**src/design/dprg_pkg.sv**
```systemverilog
// package for the dual-port ram host glue: constants and carrier structs
package dprg_pkg;

    // ----------------------------------------------------------------
    // host side decode
    // ----------------------------------------------------------------
    localparam logic [9:0] DPRG_IO_BASE_PORT = 10'h300;
    localparam logic [9:0] DPRG_IO_CTRL_PORT = 10'h301;
    localparam logic [9:0] DPRG_IO_FLAG_PORT = 10'h308;
    localparam int DPRG_FLAG_ADDR_W = 3;
    localparam int DPRG_WIN_LSB = 12;
    localparam logic [7:0] DPRG_WIN_BASE_RST = 8'h00;
    localparam int DPRG_CTRL_EN_BIT = 0;
    localparam int DPRG_CTRL_ZW_BIT = 1;
    localparam logic [1:0] DPRG_CTRL_RST = 2'h0;

    // ----------------------------------------------------------------
    // dsp side decode
    // ----------------------------------------------------------------
    localparam logic [12:0] DPRG_DSP_RAM_BASE = 13'h0000;
    localparam logic [12:0] DPRG_DSP_RAM_MASK = 13'h1000;
    localparam logic [12:0] DPRG_DSP_FLAG_BASE = 13'h1000;
    localparam logic [12:0] DPRG_DSP_FLAG_MASK = 13'h1FF8;
    localparam int DPRG_SYNC_STAGES = 2;

    typedef struct packed {
        logic ior_n;
        logic iow_n;
        logic memr_n;
        logic memw_n;
        logic [19:0] addr;
    } dprg_host_bus_t;

    typedef struct packed {
        logic ce_n;
        logic flag_select_n;
        logic read_write;
        logic oe_n;
    } dprg_ram_ctl_t;

endpackage : dprg_pkg

```
**src/design/dprg_sync.sv**
```systemverilog
// two flip-flop synchroniser for a bus of pin levels
`timescale 1ns/1ps
`default_nettype none
module dprg_sync #(
    parameter int WIDTH = 1,
    parameter logic [WIDTH-1:0] RST_VAL = '0
) (
    input wire logic clk,
    input wire logic reset_n,
    input wire logic [WIDTH-1:0] d,
    output logic [WIDTH-1:0] q
);
    logic [WIDTH-1:0] meta_r;

    always_ff @(posedge clk or negedge reset_n) begin
        if (!reset_n) begin
            meta_r <= RST_VAL;
            q <= RST_VAL;
        end else begin
            meta_r <= d;
            q <= meta_r;
        end
    end
endmodule : dprg_sync
`default_nettype wire

```
**src/design/dprg_glue.sv**
```systemverilog
// host and dsp side control glue for a shared byte-wide dual-port ram
`timescale 1ns/1ps
`default_nettype none
module dprg_glue
    import dprg_pkg::*;
(
    input wire logic clk,
    input wire logic reset_n,
    // host backplane
    input wire logic host_ior_n,
    input wire logic host_iow_n,
    input wire logic host_memr_n,
    input wire logic host_memw_n,
    input wire logic [19:0] host_addr,
    input wire logic [7:0] host_data,
    // host ram port controls
    output logic host_ram_ce_n,
    output logic host_flag_select_n,
    output logic host_ram_read_write,
    output logic host_ram_oe_n,
    output logic [11:0] host_ram_addr,
    output logic [7:0] window_base,
    output logic ram_enable,
    // dsp expansion bus
    input wire logic dsp_half_clock,
    input wire logic dsp_io_strobe_buffered,
    input wire logic dsp_mem_strobe,
    input wire logic dsp_xbus_read_write,
    input wire logic [12:0] dsp_xbus_addr,
    input wire logic target_io_ready,
    // dsp ram port controls
    output logic dsp_ram_ce_n,
    output logic dsp_flag_select_n,
    output logic dsp_ram_read_write,
    output logic dsp_ram_oe_n,
    output logic dsp_xbus_ready
);

    // ----------------------------------------------------------------
    // decode functions
    // ----------------------------------------------------------------
    function automatic logic dsp_in_ram(input logic [12:0] a);
        dsp_in_ram = ((a & DPRG_DSP_RAM_MASK) == DPRG_DSP_RAM_BASE);
    endfunction : dsp_in_ram

    function automatic logic dsp_in_flag(input logic [12:0] a);
        dsp_in_flag = ((a & DPRG_DSP_FLAG_MASK) == DPRG_DSP_FLAG_BASE);
    endfunction : dsp_in_flag

    function automatic logic host_flag_hit(input logic [9:0] a);
        host_flag_hit = (a[9:DPRG_FLAG_ADDR_W] == DPRG_IO_FLAG_PORT[9:DPRG_FLAG_ADDR_W]);
    endfunction : host_flag_hit

    // ----------------------------------------------------------------
    // input synchronisers
    // ----------------------------------------------------------------
    dprg_host_bus_t host_raw;
    dprg_host_bus_t host_s;
    logic [7:0] host_data_s;
    logic dsp_half_s;
    logic dsp_iostb_s;
    logic dsp_mstb_s;
    logic dsp_rw_s;
    logic dsp_tio_s;
    logic [12:0] dsp_addr_s;

    assign host_raw = '{ior_n: host_ior_n, iow_n: host_iow_n, memr_n: host_memr_n,
                        memw_n: host_memw_n, addr: host_addr};

    dprg_sync #(.WIDTH(24), .RST_VAL(24'hF00000)) u_sync_host (
        .clk(clk),
        .reset_n(reset_n),
        .d(host_raw),
        .q(host_s)
    );

    dprg_sync #(.WIDTH(8), .RST_VAL(8'h00)) u_sync_hdata (
        .clk(clk),
        .reset_n(reset_n),
        .d(host_data),
        .q(host_data_s)
    );

    // idle levels after reset: strobes high, read, target not ready
    dprg_sync #(.WIDTH(18), .RST_VAL(18'h1C000)) u_sync_dsp (
        .clk(clk),
        .reset_n(reset_n),
        .d({dsp_half_clock, dsp_io_strobe_buffered, dsp_mem_strobe, dsp_xbus_read_write,
            target_io_ready, dsp_xbus_addr}),
        .q({dsp_half_s, dsp_iostb_s, dsp_mstb_s, dsp_rw_s, dsp_tio_s, dsp_addr_s})
    );

    // ----------------------------------------------------------------
    // host registers: window base and control
    // ----------------------------------------------------------------
    logic [7:0] win_base_r;
    logic [1:0] ctrl_r;
    logic iow_d_r;
    logic io_wr_rise;

    always_ff @(posedge clk or negedge reset_n) begin
        if (!reset_n) begin
            iow_d_r <= 1'b1;
        end else begin
            iow_d_r <= host_s.iow_n;
        end
    end

    // write lands as the I/O write strobe ends, when data is settled
    assign io_wr_rise = host_s.iow_n && !iow_d_r;

    always_ff @(posedge clk or negedge reset_n) begin
        if (!reset_n) begin
            win_base_r <= DPRG_WIN_BASE_RST;
        end else if (io_wr_rise && host_s.addr[9:0] == DPRG_IO_BASE_PORT) begin
            win_base_r <= host_data_s;
        end
    end

    always_ff @(posedge clk or negedge reset_n) begin
        if (!reset_n) begin
            ctrl_r <= DPRG_CTRL_RST;
        end else if (io_wr_rise && host_s.addr[9:0] == DPRG_IO_CTRL_PORT) begin
            ctrl_r <= host_data_s[1:0];
        end
    end

    // ----------------------------------------------------------------
    // host side ram controls
    // ----------------------------------------------------------------
    logic host_io_cyc;
    logic host_mem_cyc;
    logic host_win_hit;
    logic [11:0] host_addr_hold_r;
    dprg_ram_ctl_t host_nxt;
    dprg_ram_ctl_t host_r;

    assign host_io_cyc = !host_s.ior_n || !host_s.iow_n;
    assign host_mem_cyc = !host_s.memr_n || !host_s.memw_n;
    assign host_win_hit = (host_s.addr[19:DPRG_WIN_LSB] == win_base_r);

    always_comb begin
        host_nxt.read_write = host_s.iow_n && host_s.memw_n;
        host_nxt.oe_n = host_s.ior_n && host_s.memr_n;
        // array only in memory space, flags only in I/O space
        host_nxt.ce_n = !(host_mem_cyc && host_win_hit && ctrl_r[DPRG_CTRL_EN_BIT]);
        host_nxt.flag_select_n = !(host_io_cyc && !host_mem_cyc
                                   && host_flag_hit(host_s.addr[9:0]));
    end

    always_ff @(posedge clk or negedge reset_n) begin
        if (!reset_n) begin
            host_r <= '{ce_n: 1'b1, flag_select_n: 1'b1, read_write: 1'b1, oe_n: 1'b1};
        end else begin
            host_r <= host_nxt;
        end
    end

    // address only moves while no select is active, or while read_write stays high
    always_ff @(posedge clk or negedge reset_n) begin
        if (!reset_n) begin
            host_addr_hold_r <= 12'h000;
        end else if (host_nxt.ce_n && host_nxt.flag_select_n && host_r.ce_n && host_r.flag_select_n) begin
            host_addr_hold_r <= host_s.addr[11:0];
        end else if (host_nxt.read_write && host_r.read_write && host_r.oe_n
                     && host_nxt.ce_n == host_r.ce_n) begin
            host_addr_hold_r <= host_s.addr[11:0];
        end
    end

    assign host_ram_ce_n = host_r.ce_n;
    assign host_flag_select_n = host_r.flag_select_n;
    assign host_ram_read_write = host_r.read_write;
    assign host_ram_oe_n = host_r.oe_n;
    assign host_ram_addr = host_addr_hold_r;
    assign window_base = win_base_r;

    always_ff @(posedge clk or negedge reset_n) begin
        if (!reset_n) begin
            ram_enable <= 1'b0;
        end else begin
            ram_enable <= ctrl_r[DPRG_CTRL_EN_BIT];
        end
    end

    // ----------------------------------------------------------------
    // dsp side ram controls
    // ----------------------------------------------------------------
    dprg_ram_ctl_t dsp_nxt;
    dprg_ram_ctl_t dsp_r;
    logic dsp_strobe_act;

    assign dsp_strobe_act = !dsp_iostb_s;

    always_comb begin
        dsp_nxt.read_write = dsp_rw_s;
        dsp_nxt.oe_n = !dsp_rw_s;
        // strobe gates the select, giving a ce controlled write
        dsp_nxt.ce_n = !(dsp_strobe_act && dsp_in_ram(dsp_addr_s)
                         && ctrl_r[DPRG_CTRL_EN_BIT]);
        dsp_nxt.flag_select_n = !(dsp_strobe_act && dsp_in_flag(dsp_addr_s)
                                  && ctrl_r[DPRG_CTRL_EN_BIT]);
    end

    always_ff @(posedge clk or negedge reset_n) begin
        if (!reset_n) begin
            dsp_r <= '{ce_n: 1'b1, flag_select_n: 1'b1, read_write: 1'b1, oe_n: 1'b0};
        end else begin
            dsp_r <= dsp_nxt;
        end
    end

    assign dsp_ram_ce_n = dsp_r.ce_n;
    assign dsp_flag_select_n = dsp_r.flag_select_n;
    assign dsp_ram_read_write = dsp_r.read_write;
    assign dsp_ram_oe_n = dsp_r.oe_n;

    // ----------------------------------------------------------------
    // dsp ready generation with one wait state
    // ----------------------------------------------------------------
    logic half_d_r;
    logic half_rise;
    logic strobe_cap_r;
    logic dsp_range;
    logic hold_off;
    logic ready_nxt;
    logic ready_r;

    assign half_rise = dsp_half_s && !half_d_r;
    assign dsp_range = dsp_in_ram(dsp_addr_s) || dsp_in_flag(dsp_addr_s);

    always_ff @(posedge clk or negedge reset_n) begin
        if (!reset_n) begin
            half_d_r <= 1'b0;
        end else begin
            half_d_r <= dsp_half_s;
        end
    end

    // captured strobe masks the hold-off until the strobe ends
    always_ff @(posedge clk or negedge reset_n) begin
        if (!reset_n) begin
            strobe_cap_r <= 1'b0;
        end else if (!dsp_strobe_act) begin
            strobe_cap_r <= 1'b0;
        end else if (half_rise) begin
            strobe_cap_r <= 1'b1;
        end
    end

    assign hold_off = dsp_strobe_act && dsp_range && !strobe_cap_r
                      && !ctrl_r[DPRG_CTRL_ZW_BIT];

    always_comb begin
        ready_nxt = !dsp_mstb_s || dsp_tio_s;
        if (dsp_strobe_act && !hold_off) begin
            ready_nxt = 1'b1;
        end
        if (hold_off) begin
            ready_nxt = !dsp_mstb_s || dsp_tio_s;
        end
    end

    always_ff @(posedge clk or negedge reset_n) begin
        if (!reset_n) begin
            ready_r <= 1'b0;
        end else begin
            ready_r <= ready_nxt;
        end
    end

    assign dsp_xbus_ready = ready_r;

endmodule : dprg_glue
`default_nettype wire

```
**config.mk**
```make
export PLATFORM = sky130hd
export DESIGN_NAME = dprg_glue
export DESIGN_NICKNAME = d
export VERILOG_FILES = /design/src/design/dprg_pkg.sv /design/src/design/dprg_sync.sv /design/src/design/dprg_glue.sv
export SDC_FILE = /design/constraint.sdc
export NUM_CORES = 1
export LEC_CHECK = 0
export ABC_AREA = 1
export BUFFER_PORTS_ARGS = -buffer_cell sky130_fd_sc_hd__buf_4
export CORE_AREA = 2 2 93 95
export DETAILED_ROUTE_END_ITERATION = 8
export DIE_AREA = 0 0 95 97
export GPL_ROUTABILITY_DRIVEN = 0
export PLACE_DENSITY = 0.75
export SETUP_SLACK_MARGIN = 0.3
export SYNTH_ARGS = -nofsm -noshare
export SYNTH_HDL_FRONTEND = slang
export SYNTH_SLANG_ARGS = --single-unit
```
**constraint.sdc**
```tcl
create_clock -name clk -period 2.1 [get_ports clk]
set_input_delay 0.63 -clock clk [delete_from_list [all_inputs] [get_ports clk]]
set_output_delay 0.63 -clock clk [all_outputs]
set_load 0.005 [all_outputs]
```
==> out/metrics.yaml, run 1 <==
run_status:
  status: "complete, no violations"
power:
  cellLeakagePower_nw: 2.70
  combPwrFrac_pct: 3.7
  p_per_area_nw_per_um2: 1050
  p_int_mw: 4.33
  clkPwrFrac_pct: 48.5
  sw_frac_of_total_pct: 22.4
  power_mw: 5.57
  switching_power_mw: 1.25
  p_seq_share_pct: 47.8
  ir_drop_mv: 0.713
synthesis:
  ys_warn_count: 0
  yosysUniqueCellTypes: 25
  synthAdderAreaFrac_pct: 0
  synth_xor_area_share_pct: 0.661
  synth.mux.area_fraction_pct: 1.01
  synth_top_area_share_pct: 67.4
  synth_cells: 278
  synth_fp_nets: 330
  synthTopCellsByArea: "dfrtp_1 67%, dfstp_2 15%, nand2_1 5.4%, inv_1 2.5%, nand4_1 1.9%"
  ys_seq_area_share_pct: 82.0
  synth-simple-area-share_pct: 11.5
  synth-seq-cells: 129
  synth_area_sq_um: 3970
  syn_avg_cell_area_sq_um: 14.3
  synth_compound_area_share_pct: 1.35
  yosysTopAreaCell: "dfrtp_1"
  synth_top_family_by_area: "simple AND/OR/NAND/NOR gates"
clock_tree:
  root_buffer: "clkbuf_8"
  htreeDepth: 4
  cts_made_buffers: 17
  path_clk_slew_ps: 60
  cts_tree: "yes"
  clockBufferDepth: 2
  cts.sinks: 129
  cts_hold_buf: 0
  insertion_delay_ps: 510
sta:
  worst_slew_pin_slew_ps: 332
  slew_viol_final: 0
  rsz0062_at_grt: "true"
  finalSetupViolations: 0
  fmax_ghz: 0.563
  hold_slack_ps: 18.2
  post-route-min-period_ps: 1780
  setup_tns_ps: 0
  fin_worst_skew_ps: 9.63
  fin_crit_sh_pct: 84.7
  slew_headroom_pct: 77.9
  finalHoldViolations: 0
min_path:
  hp-class: "primary input to asynchronous set/reset pin"
drt:
  drc: 0
  wl_mm: 6.50
  post_drt_wl_per_cell_um: 13.1
  vias: 2249
  viasPerCell: 4.53
  drt_iter0_drc: 111
  ant_nets: 0
  dr.pass1.iters: 4
cells_and_area:
  antennaDiodeCount: 0
  areaGrowthSynthToFinish_pct: 34.0
  n_fill_cell: 568
  layout.cell_area.non_filler_sq_um: 5330
  drive_gt1_share_pct: 38.1
  nets: 430
die:
  num_rows: 33
  coreArea_sq_um: 8130
  die-area_sq_um: 9220
  die_x_um: 95
  die_h_um: 97
  pin_count: 82
  initial_utilization_pct: 48.8
critical_path:
  cpMaxStageDelayCell: "dfstp_2"
  crit_buf_inv: 1
  critPathTopFamily: "flip-flops"
  r2r_cells: 7
  timing.rr.start: "window_base[3]"
  critPathMaxStageDelay_ps: 550
  reg2reg_to: "host_ram_addr[7]"
  arrival_ps: 1150
  crit_chain: "buf_6"
  critPathMaxFanout: 2
  worstSetupEndpointType: "primary output"
  required_ps: 1470
  setup.worst_path.class: "flop to primary output"
  rrSetupSlack_ps: 490
  cp-start-kind: "flop"
placement:
  io_buffer_count: 78
  place.detailed.hpwl_mm: 4.41
  dpl-instance-area_sq_um: 4730
global_routing:
  grt_max_degree: 37
  grt_pass1_vias: 2322
  grt_overflow: 0
  track_usage_pct: 15.8
  grt_antenna_before_repair: 0
  grt_pass1_wl_mm: 10.7
run:
  max-cap-violations: 0
==> power groups by stage <==
stage	combinational, mW	clock (mW)	sequential [mW]
after floorplan	0.0412	0	2.69
after global placement	0.204	0	2.70
after detailed placement	0.209	0	2.71
after CTS	0.211	2.76	2.66
after global routing	0.234	2.89	2.67
final	0.205	2.70	2.66
==> what timing repair did <==
action                     4_1_cts  5_1_grt
buffers inserted                 1        0
setup endpoints to repair        1       16
resized for setup                0        5
cloned                           0        0
==> worst max-delay path by stage <==
stage,start,end,slack [ps],cells after the start
2_1_floorplan,u_sync_host.q[22],window_base[2],660,6
3_3_place_gp,window_base[7],host_ram_addr[7],470,10
3_5_place_dp,window_base[7],host_ram_addr[4],420,10
4_1_cts,host_flag_select_n,host_flag_select_n,300,1
5_1_grt,host_ram_oe_n,host_ram_oe_n,290,1
6_report,host_ram_read_write,host_ram_read_write,320,1
==> cells in the mapped netlist <==
| cell | n |
|---|---|
| dfrtp_1 | 107 |
| nand2_1 | 57 |
| inv_1 | 26 |
| dfstp_2 | 22 |
| nand4_1 | 12 |
| nor2_1 | 10 |
| nand3_1 | 7 |
| o21ai_0 | 7 |
| mux2i_1 | 4 |
| inv_2 | 3 |
| nor3_1 | 3 |
| xor2_1 | 3 |
| a21oi_1 | 2 |
| buf_2 | 2 |
| nand3_2 | 2 |
| nor3b_1 | 2 |
| a21oi_2 | 1 |
| and2_1 | 1 |
| buf_4 | 1 |
| buf_6 | 1 |
| clkbuf_1 | 1 |
| nand2_2 | 1 |
| nand3b_1 | 1 |
| nand4_2 | 1 |
| nor2_4 | 1 |
==> cells in the final DEF (no fill, tap or decap), drive strengths merged <==
cell type / synthesis / layout
nand4: 13 / 13
dfrtp: 107 / 107
nor3b: 2 / 2
buf: 4 / 86
bufinv: 0 / 1
o21ai: 7 / 7
nor3: 3 / 3
clkinvlp: 0 / 4
nand3b: 1 / 1
nor2: 11 / 11
clkinv: 0 / 2
inv: 29 / 37
mux2i: 4 / 4
dfstp: 22 / 22
nand2: 58 / 58
and2: 1 / 1
nand3: 9 / 9
a21oi: 3 / 3
xor2: 3 / 3
clkbuf: 1 / 17
==> per-layer routing <==
metal  track usage (%)  vias to the layer above  share of wire [%]
met4              7.25                        0                1.2
met2              24.9                       63                 52
li1                  -                     1078                  -
met3              6.46                        7                5.8
met5                 0                        -                  0
met1              18.9                     1101                 41
==> per-stage QoR <==
stage                     utilization (%)  worst slack [ps]  cells
after CTS                            65.2               301    496
after global routing                 65.5               293    496
after floorplan                         -               661    278
after detailed placement             58.2               419    463
after global placement               58.2               468    463
final                                65.5               322    496
==> state kept, by name, indices dropped and copies added (netlist names), 2 cells and up <==
signal and count:
ctrl_r 2, host_ram_addr 12, u_sync_dsp.meta_r 15, u_sync_dsp.q 15
u_sync_hdata.meta_r 8, u_sync_hdata.q 8, u_sync_host.meta_r 24, u_sync_host.q 24
window_base 8
==> cell families (layout without fill, tap and decap cells) <==
kind of cell,after synthesis,after routing
and+or+nand+nor,98,98
muxes,4,4
buffers and inverters,34,147
AOI/OAI and AO/OA,10,10
xor gates and xnor gates,3,3
DFF,129,129
==> layout make-up <==
class | count | area, sq um | share of cell area [%]
sequential | 129 | 3260 | 61.1
clock buffer | 17 | 414 | 7.78
tap | 105 | 131 | 2.47
clock inverter | 15 | 146 | 2.75
timing repair buffer | 86 | 686 | 12.9
inverter | 29 | 109 | 2.04
multi-input combinational | 115 | 583 | 10.9
No activity file was read; power rests on OpenSTA's default activity.
==> run 2, diff against run 1 <==
- CORE_AREA: 2 2 93 95 -> 2 2 94 96
- DIE_AREA: 0 0 95 97 -> 0 0 96 98
- PLACE_DENSITY: 0.75 -> 0.76
- clock period: 2.1 -> 1.6 ns (I/O delays scaled with it)
==> run 2 against run 1 <==
  * The run now ends with setup timing left
  * Global-route usage increased by 2.1 points
  * Sequential share of layout area decreased by 5.2 points
  * Total power increased by 30%
  * Combinational power increased by 66%
  * Wire length increased by 18%
  * Design area increased by 9.3%
  * Via count increased by 8.9%
  * Register-to-register slack got worse by 420 ps
  * First-iteration DRC count decreased by 14%
==> out/metrics.yaml, run 2 (synthesis gave the netlist of run 1 again) <==
global_routing:
  grt_pass1_wl_mm: 12.2
  grt_max_degree: 64
  grt_pass1_vias: 2571
  track_usage_pct: 17.9
  grt_antenna_before_repair: 0
  grt_overflow: 0
sta:
  fmax_ghz: 0.615
  setup_tns_ps: -52.9
  hold_slack_ps: 83.1
  finalSetupViolations: 5
  rsz0062_at_grt: "true"
  post-route-min-period_ps: 1630
  fin_worst_skew_ps: 7.36
  worst_slew_pin_slew_ps: 339
  slew_headroom_pct: 77.3
  slew_viol_final: 0
  finalWorstSetupSlack_ps: -25.2
  fin_crit_sh_pct: 102
  finalHoldViolations: 0
clock_tree:
  clockBufferDepth: 2
  path_clk_slew_ps: 60
  cts_tree: "yes"
  insertion_delay_ps: 500
  cts.sinks: 129
  htreeDepth: 4
  cts_made_buffers: 17
  root_buffer: "clkbuf_8"
power:
  switching_power_mw: 1.56
  p_seq_share_pct: 48.5
  cellLeakagePower_nw: 2.91
  combPwrFrac_pct: 4.7
  p_per_area_nw_per_um2: 1240
  p_int_mw: 5.68
  sw_frac_of_total_pct: 21.6
  clkPwrFrac_pct: 46.8
  ir_drop_mv: 0.682
run_status:
  violations: "setup timing"
  status: "complete, but fails checks"
min_path:
  hold_path_startpoint: "dsp_xbus_addr[11]"
  hp-class: "primary input to flop"
drt:
  wl_mm: 7.64
  drc: 0
  vias: 2450
  drt_iter0_drc: 95
  ant_nets: 0
  dr.pass1.iters: 4
  post_drt_wl_per_cell_um: 14.5
  top_layer: "met4"
  met2_length_mm: 4.01
  viasPerCell: 4.65
  route.met3.wl_um: 475
  met1Wirelength_mm: 3.05
cells_and_area:
  layout.cell_area.non_filler_sq_um: 5820
  areaGrowthSynthToFinish_pct: 46.5
  drive_gt1_share_pct: 50.4
  antennaDiodeCount: 0
  postLayoutCoreUtil_pct: 68.8
  layout_commonest_cell: "dfrtp_1"
  n_fill_cell: 560
  nets: 458
  final_cell_mix: "107 x dfrtp_1, 72 x buf_4, 39 x nand2_1, 37 x buf_6, 24 x inv_1"
  top_regs: "u_sync_host.meta_r x24, u_sync_host.q x24"
critical_path:
  cpMaxStageDelayCell: "dfstp_2"
  critPathMaxFanout: 2
  critPathMaxStageDelay_ps: 550
  crit_buf_inv: 1
  timing.rr.start: "u_sync_host.q[21]"
  setup.worst_path.class: "flop to primary output"
  critPathTopFamily: "flip-flops"
  cp-start-kind: "flop"
  required_ps: 1120
  cp-startpoint: "host_flag_select_n"
  worstSetupEndpointType: "primary output"
  arrival_ps: 1150
  crit_chain: "buf_6"
die:
  coreArea_sq_um: 8470
  num_rows: 34
  die_h_um: 98
  initial_utilization_pct: 46.9
  die_x_um: 96
  die-area_sq_um: 9410
  pin_count: 82
placement:
  place.detailed.hpwl_mm: 4.48
  io_buffer_count: 78
  dpl-instance-area_sq_um: 4750
run:
  max-cap-violations: 0
[run 2: power by group through the flow]
stage	Clock, mW	Sequential [mW]	Combinational (mW)
2_1_floorplan	0	3.54	0.0565
3_3_place_gp	0	3.54	0.267
3_5_place_dp	0	3.55	0.275
4_1_cts	3.48	3.50	0.325
5_1_grt	3.66	3.52	0.379
6_report	3.39	3.51	0.341
[run 2: final timing paths]
kind | end | slack, ps | depth (start not counted)
worst max-delay path | host_flag_select_n | -30 | 1
worst min-delay path | u_sync_dsp.meta_r[11] | 80 | 1
worst max register to register | host_ram_addr[11] | 70 | 8
worst min register to register | u_sync_host.q[10] | 340 | 0
max in group asynchronous | u_sync_host.q[23] | 560 | 3
min in group asynchronous | host_ram_addr[7] | 400 | 2
[run 2: metal layers]
layer  global-route usage, %  vias to the layer above
met1                    22.2                     1219
li1                        -                     1138
met4                    8.13                        0
met5                       0                        -
met2                    27.8                       84
met3                    7.02                        9
[run 2: repair_timing]
action / in CTS / in global routing
hold buffers: 1 / 0
gates cloned: 3 / 0
hold endpoints to repair: 14 / 0
setup endpoints to repair: 52 / 53
gates resized for setup: 60 / 25
pin swaps: 30 / 20
setup buffers: 17 / 9
[run 2: layout make-up]
| type | instances | area [sq um] | share of cell area, % |
|---|---|---|---|
| Timing Repair Buffer | 112 | 1010 | 17.3 |
| Sequential cell | 129 | 3260 | 55.9 |
| Inverter | 29 | 109 | 1.87 |
| Tap cell | 108 | 135 | 2.32 |
| Clock buffer | 19 | 422 | 7.24 |
| Multi-Input combinational cell | 117 | 777 | 13.3 |
| Clock inverter | 13 | 115 | 1.98 |
[run 2: through the flow]
stage / instances / power [mW] / setup slack [ps]
floorplan: 278 / 3.59 / 256
global placement: 465 / 3.81 / 77.2
detailed placement: 465 / 3.83 / 19.5
CTS: 518 / 7.31 / -41.5
global route: 527 / 7.56 / -66.8
finish: 527 / 7.24 / -25.2
==> run 3, diff against run 2 <==
- BUFFER_PORTS_ARGS: -buffer_cell sky130_fd_sc_hd__buf_4 -> -buffer_cell sky130_fd_sc_hd__buf_2
==> run 3 against run 2 <==
  * The run still ends with setup timing left
  * First-iteration DRC count decreased by 22%
  * Critical endpoint is now host_ram_read_write
  * Fmax increased by 0.20%
  * Non-clock buffer count decreased by 3
  * Count of clock-buffer cells in the layout decreased by 1
  * Critical path depth unchanged
  * Setup slack improved by 3.3 ps
  * Clock skew increased by 3.7 ps
  * Via count decreased by 0.69%
  * Critical path type unchanged
  * Largest power group is now the clock network
  * Sequential power about the same
==> out/metrics.yaml, run 3 (synthesis gave the netlist of run 1 again) <==
die:
  die-area_sq_um: 9410
  die_h_um: 98
  coreArea_sq_um: 8470
  num_rows: 34
  die_x_um: 96
  pin_count: 82
  initial_utilization_pct: 46.9
cells_and_area:
  regArea_sq_um: 3260
  antennaDiodeCount: 0
  drive_gt1_share_pct: 46.5
  areaGrowthSynthToFinish_pct: 39.9
  top_regs: "u_sync_host.meta_r x24, u_sync_host.q x24"
  multi_input_area_sq_um: 737
  n_fill_cell: 605
  postLayoutCoreUtil_pct: 65.6
  nets: 455
  final_cell_mix: "107 x dfrtp_1, 72 x buf_2, 51 x nand2_1, 26 x inv_1, 22 x dfstp_2"
  layout_commonest_cell: "dfrtp_1"
sta:
  fmax_ghz: 0.617
  post-route-min-period_ps: 1620
  setup_tns_ps: -67.0
  finalWorstSetupSlack_ps: -22.0
  rsz0062_at_grt: "true"
  finalHoldViolations: 0
  fin_crit_sh_pct: 101
  finalSetupViolations: 4
  hold_slack_ps: 77.2
  fin_worst_skew_ps: 11.1
  worst_slew_pin_slew_ps: 374
  slew_headroom_pct: 75.1
  slew_viol_final: 0
critical_path:
  crit_chain: "buf_6"
  arrival_ps: 1140
  critPathTopFamily: "flip-flops"
  crit_buf_inv: 1
  required_ps: 1120
  critPathMaxFanout: 2
  critPathMaxStageDelay_ps: 550
  worstSetupEndpointType: "primary output"
  setup.worst_path.class: "flop to primary output"
  cp-start-kind: "flop"
  cpMaxStageDelayCell: "dfstp_2"
clock_tree:
  root_buffer: "clkbuf_8"
  path_clk_slew_ps: 60
  cts.sinks: 129
  htreeDepth: 4
  cts_made_buffers: 17
  insertion_delay_ps: 500
  cts_tree: "yes"
  clockBufferDepth: 2
drt:
  drt_iter0_drc: 74
  ant_nets: 0
  viasPerCell: 4.65
  post_drt_wl_per_cell_um: 14.1
  drc: 0
  vias: 2433
  wl_mm: 7.36
  dr.pass1.iters: 4
power:
  switching_power_mw: 1.58
  ir_drop_mv: 0.811
  p_seq_share_pct: 46.6
  p_per_area_nw_per_um2: 1350
  combPwrFrac_pct: 3.7
  cellLeakagePower_nw: 2.82
  clkPwrFrac_pct: 49.6
  p_int_mw: 5.93
  sw_frac_of_total_pct: 21.0
global_routing:
  grt_max_degree: 28
  grt_pass1_vias: 2542
  track_usage_pct: 17.4
  grt_overflow: 0
  use_met3_pct: 6.64
  grt_pass1_wl_mm: 11.9
  grt_use_met2_pct: 27.4
  busiest_layer: "met2"
  grt_antenna_before_repair: 0
  grt_util_met1_pct: 20.9
min_path:
  hp-class: "primary input to flop"
run:
  max-cap-violations: 0
run_status:
  violations: "setup timing"
  status: "complete, but fails checks"
placement:
  io_buffer_count: 78
  place.detailed.hpwl_mm: 4.44
  pre_cts_ws_ps: -24.0
==> run 3: through the flow <==
| step | instance area [sq um] | power, mW | instances |
|---|---|---|---|
| after floorplan | 4000 | 3.59 | 278 |
| after global placement | 4600 | 3.77 | 469 |
| after detailed placement | 4600 | 3.79 | 469 |
| after CTS | 5480 | 7.59 | 517 |
| after global routing | 5560 | 7.83 | 523 |
| final | 5560 | 7.51 | 523 |
==> run 3: area by class of cell <==
class | count | area share [%]
clock buffer | 18 | 7.52
clock inverter | 13 | 2.93
inverter | 29 | 1.96
multi-input combinational | 117 | 13.3
sequential | 129 | 58.6
tap | 108 | 2.43
timing repair buffer | 109 | 13.3
==> run 3: what timing repair did <==
item | CTS | global route
cloned | 3 | 0
setup buffers | 13 | 6
hold buffers | 1 | 0
setup endpoints to repair | 52 | 53
resized for setup | 37 | 8
endpoints found under the hold margin | 20 | 0
pin swaps | 11 | 2
==> run 3: routing by layer <==
metal  wire [um]  vias up
met2        3820       77
met1        2980     1216
met4         140        0
met3         421       12
met5           0        -
li1            -     1128
==> run 3: power groups by stage <==
stage	sequential [mW]	clock [mW]	combinational, mW
after floorplan	3.54	0	0.0565
after global placement	3.54	0	0.233
after detailed placement	3.55	0	0.243
after CTS	3.50	3.82	0.274
after global routing	3.52	3.99	0.318
final	3.50	3.73	0.281
==> run 3: final timing paths <==
kind	startpoint	endpoint	slack, ps	depth (start not counted)
setup / recovery	host_ram_read_write	host_ram_read_write	-20	1
hold / removal	dsp_mem_strobe	u_sync_dsp.meta_r[15]	80	1
setup reg to reg	u_sync_host.q[21]	host_ram_addr[2]	70	8
hold reg to reg	u_sync_dsp.meta_r[3]	u_sync_dsp.q[3]	350	0
max in group asynchronous	reset_n	u_sync_dsp.meta_r[14]	580	3
min in group asynchronous	reset_n	host_ram_addr[4]	430	2
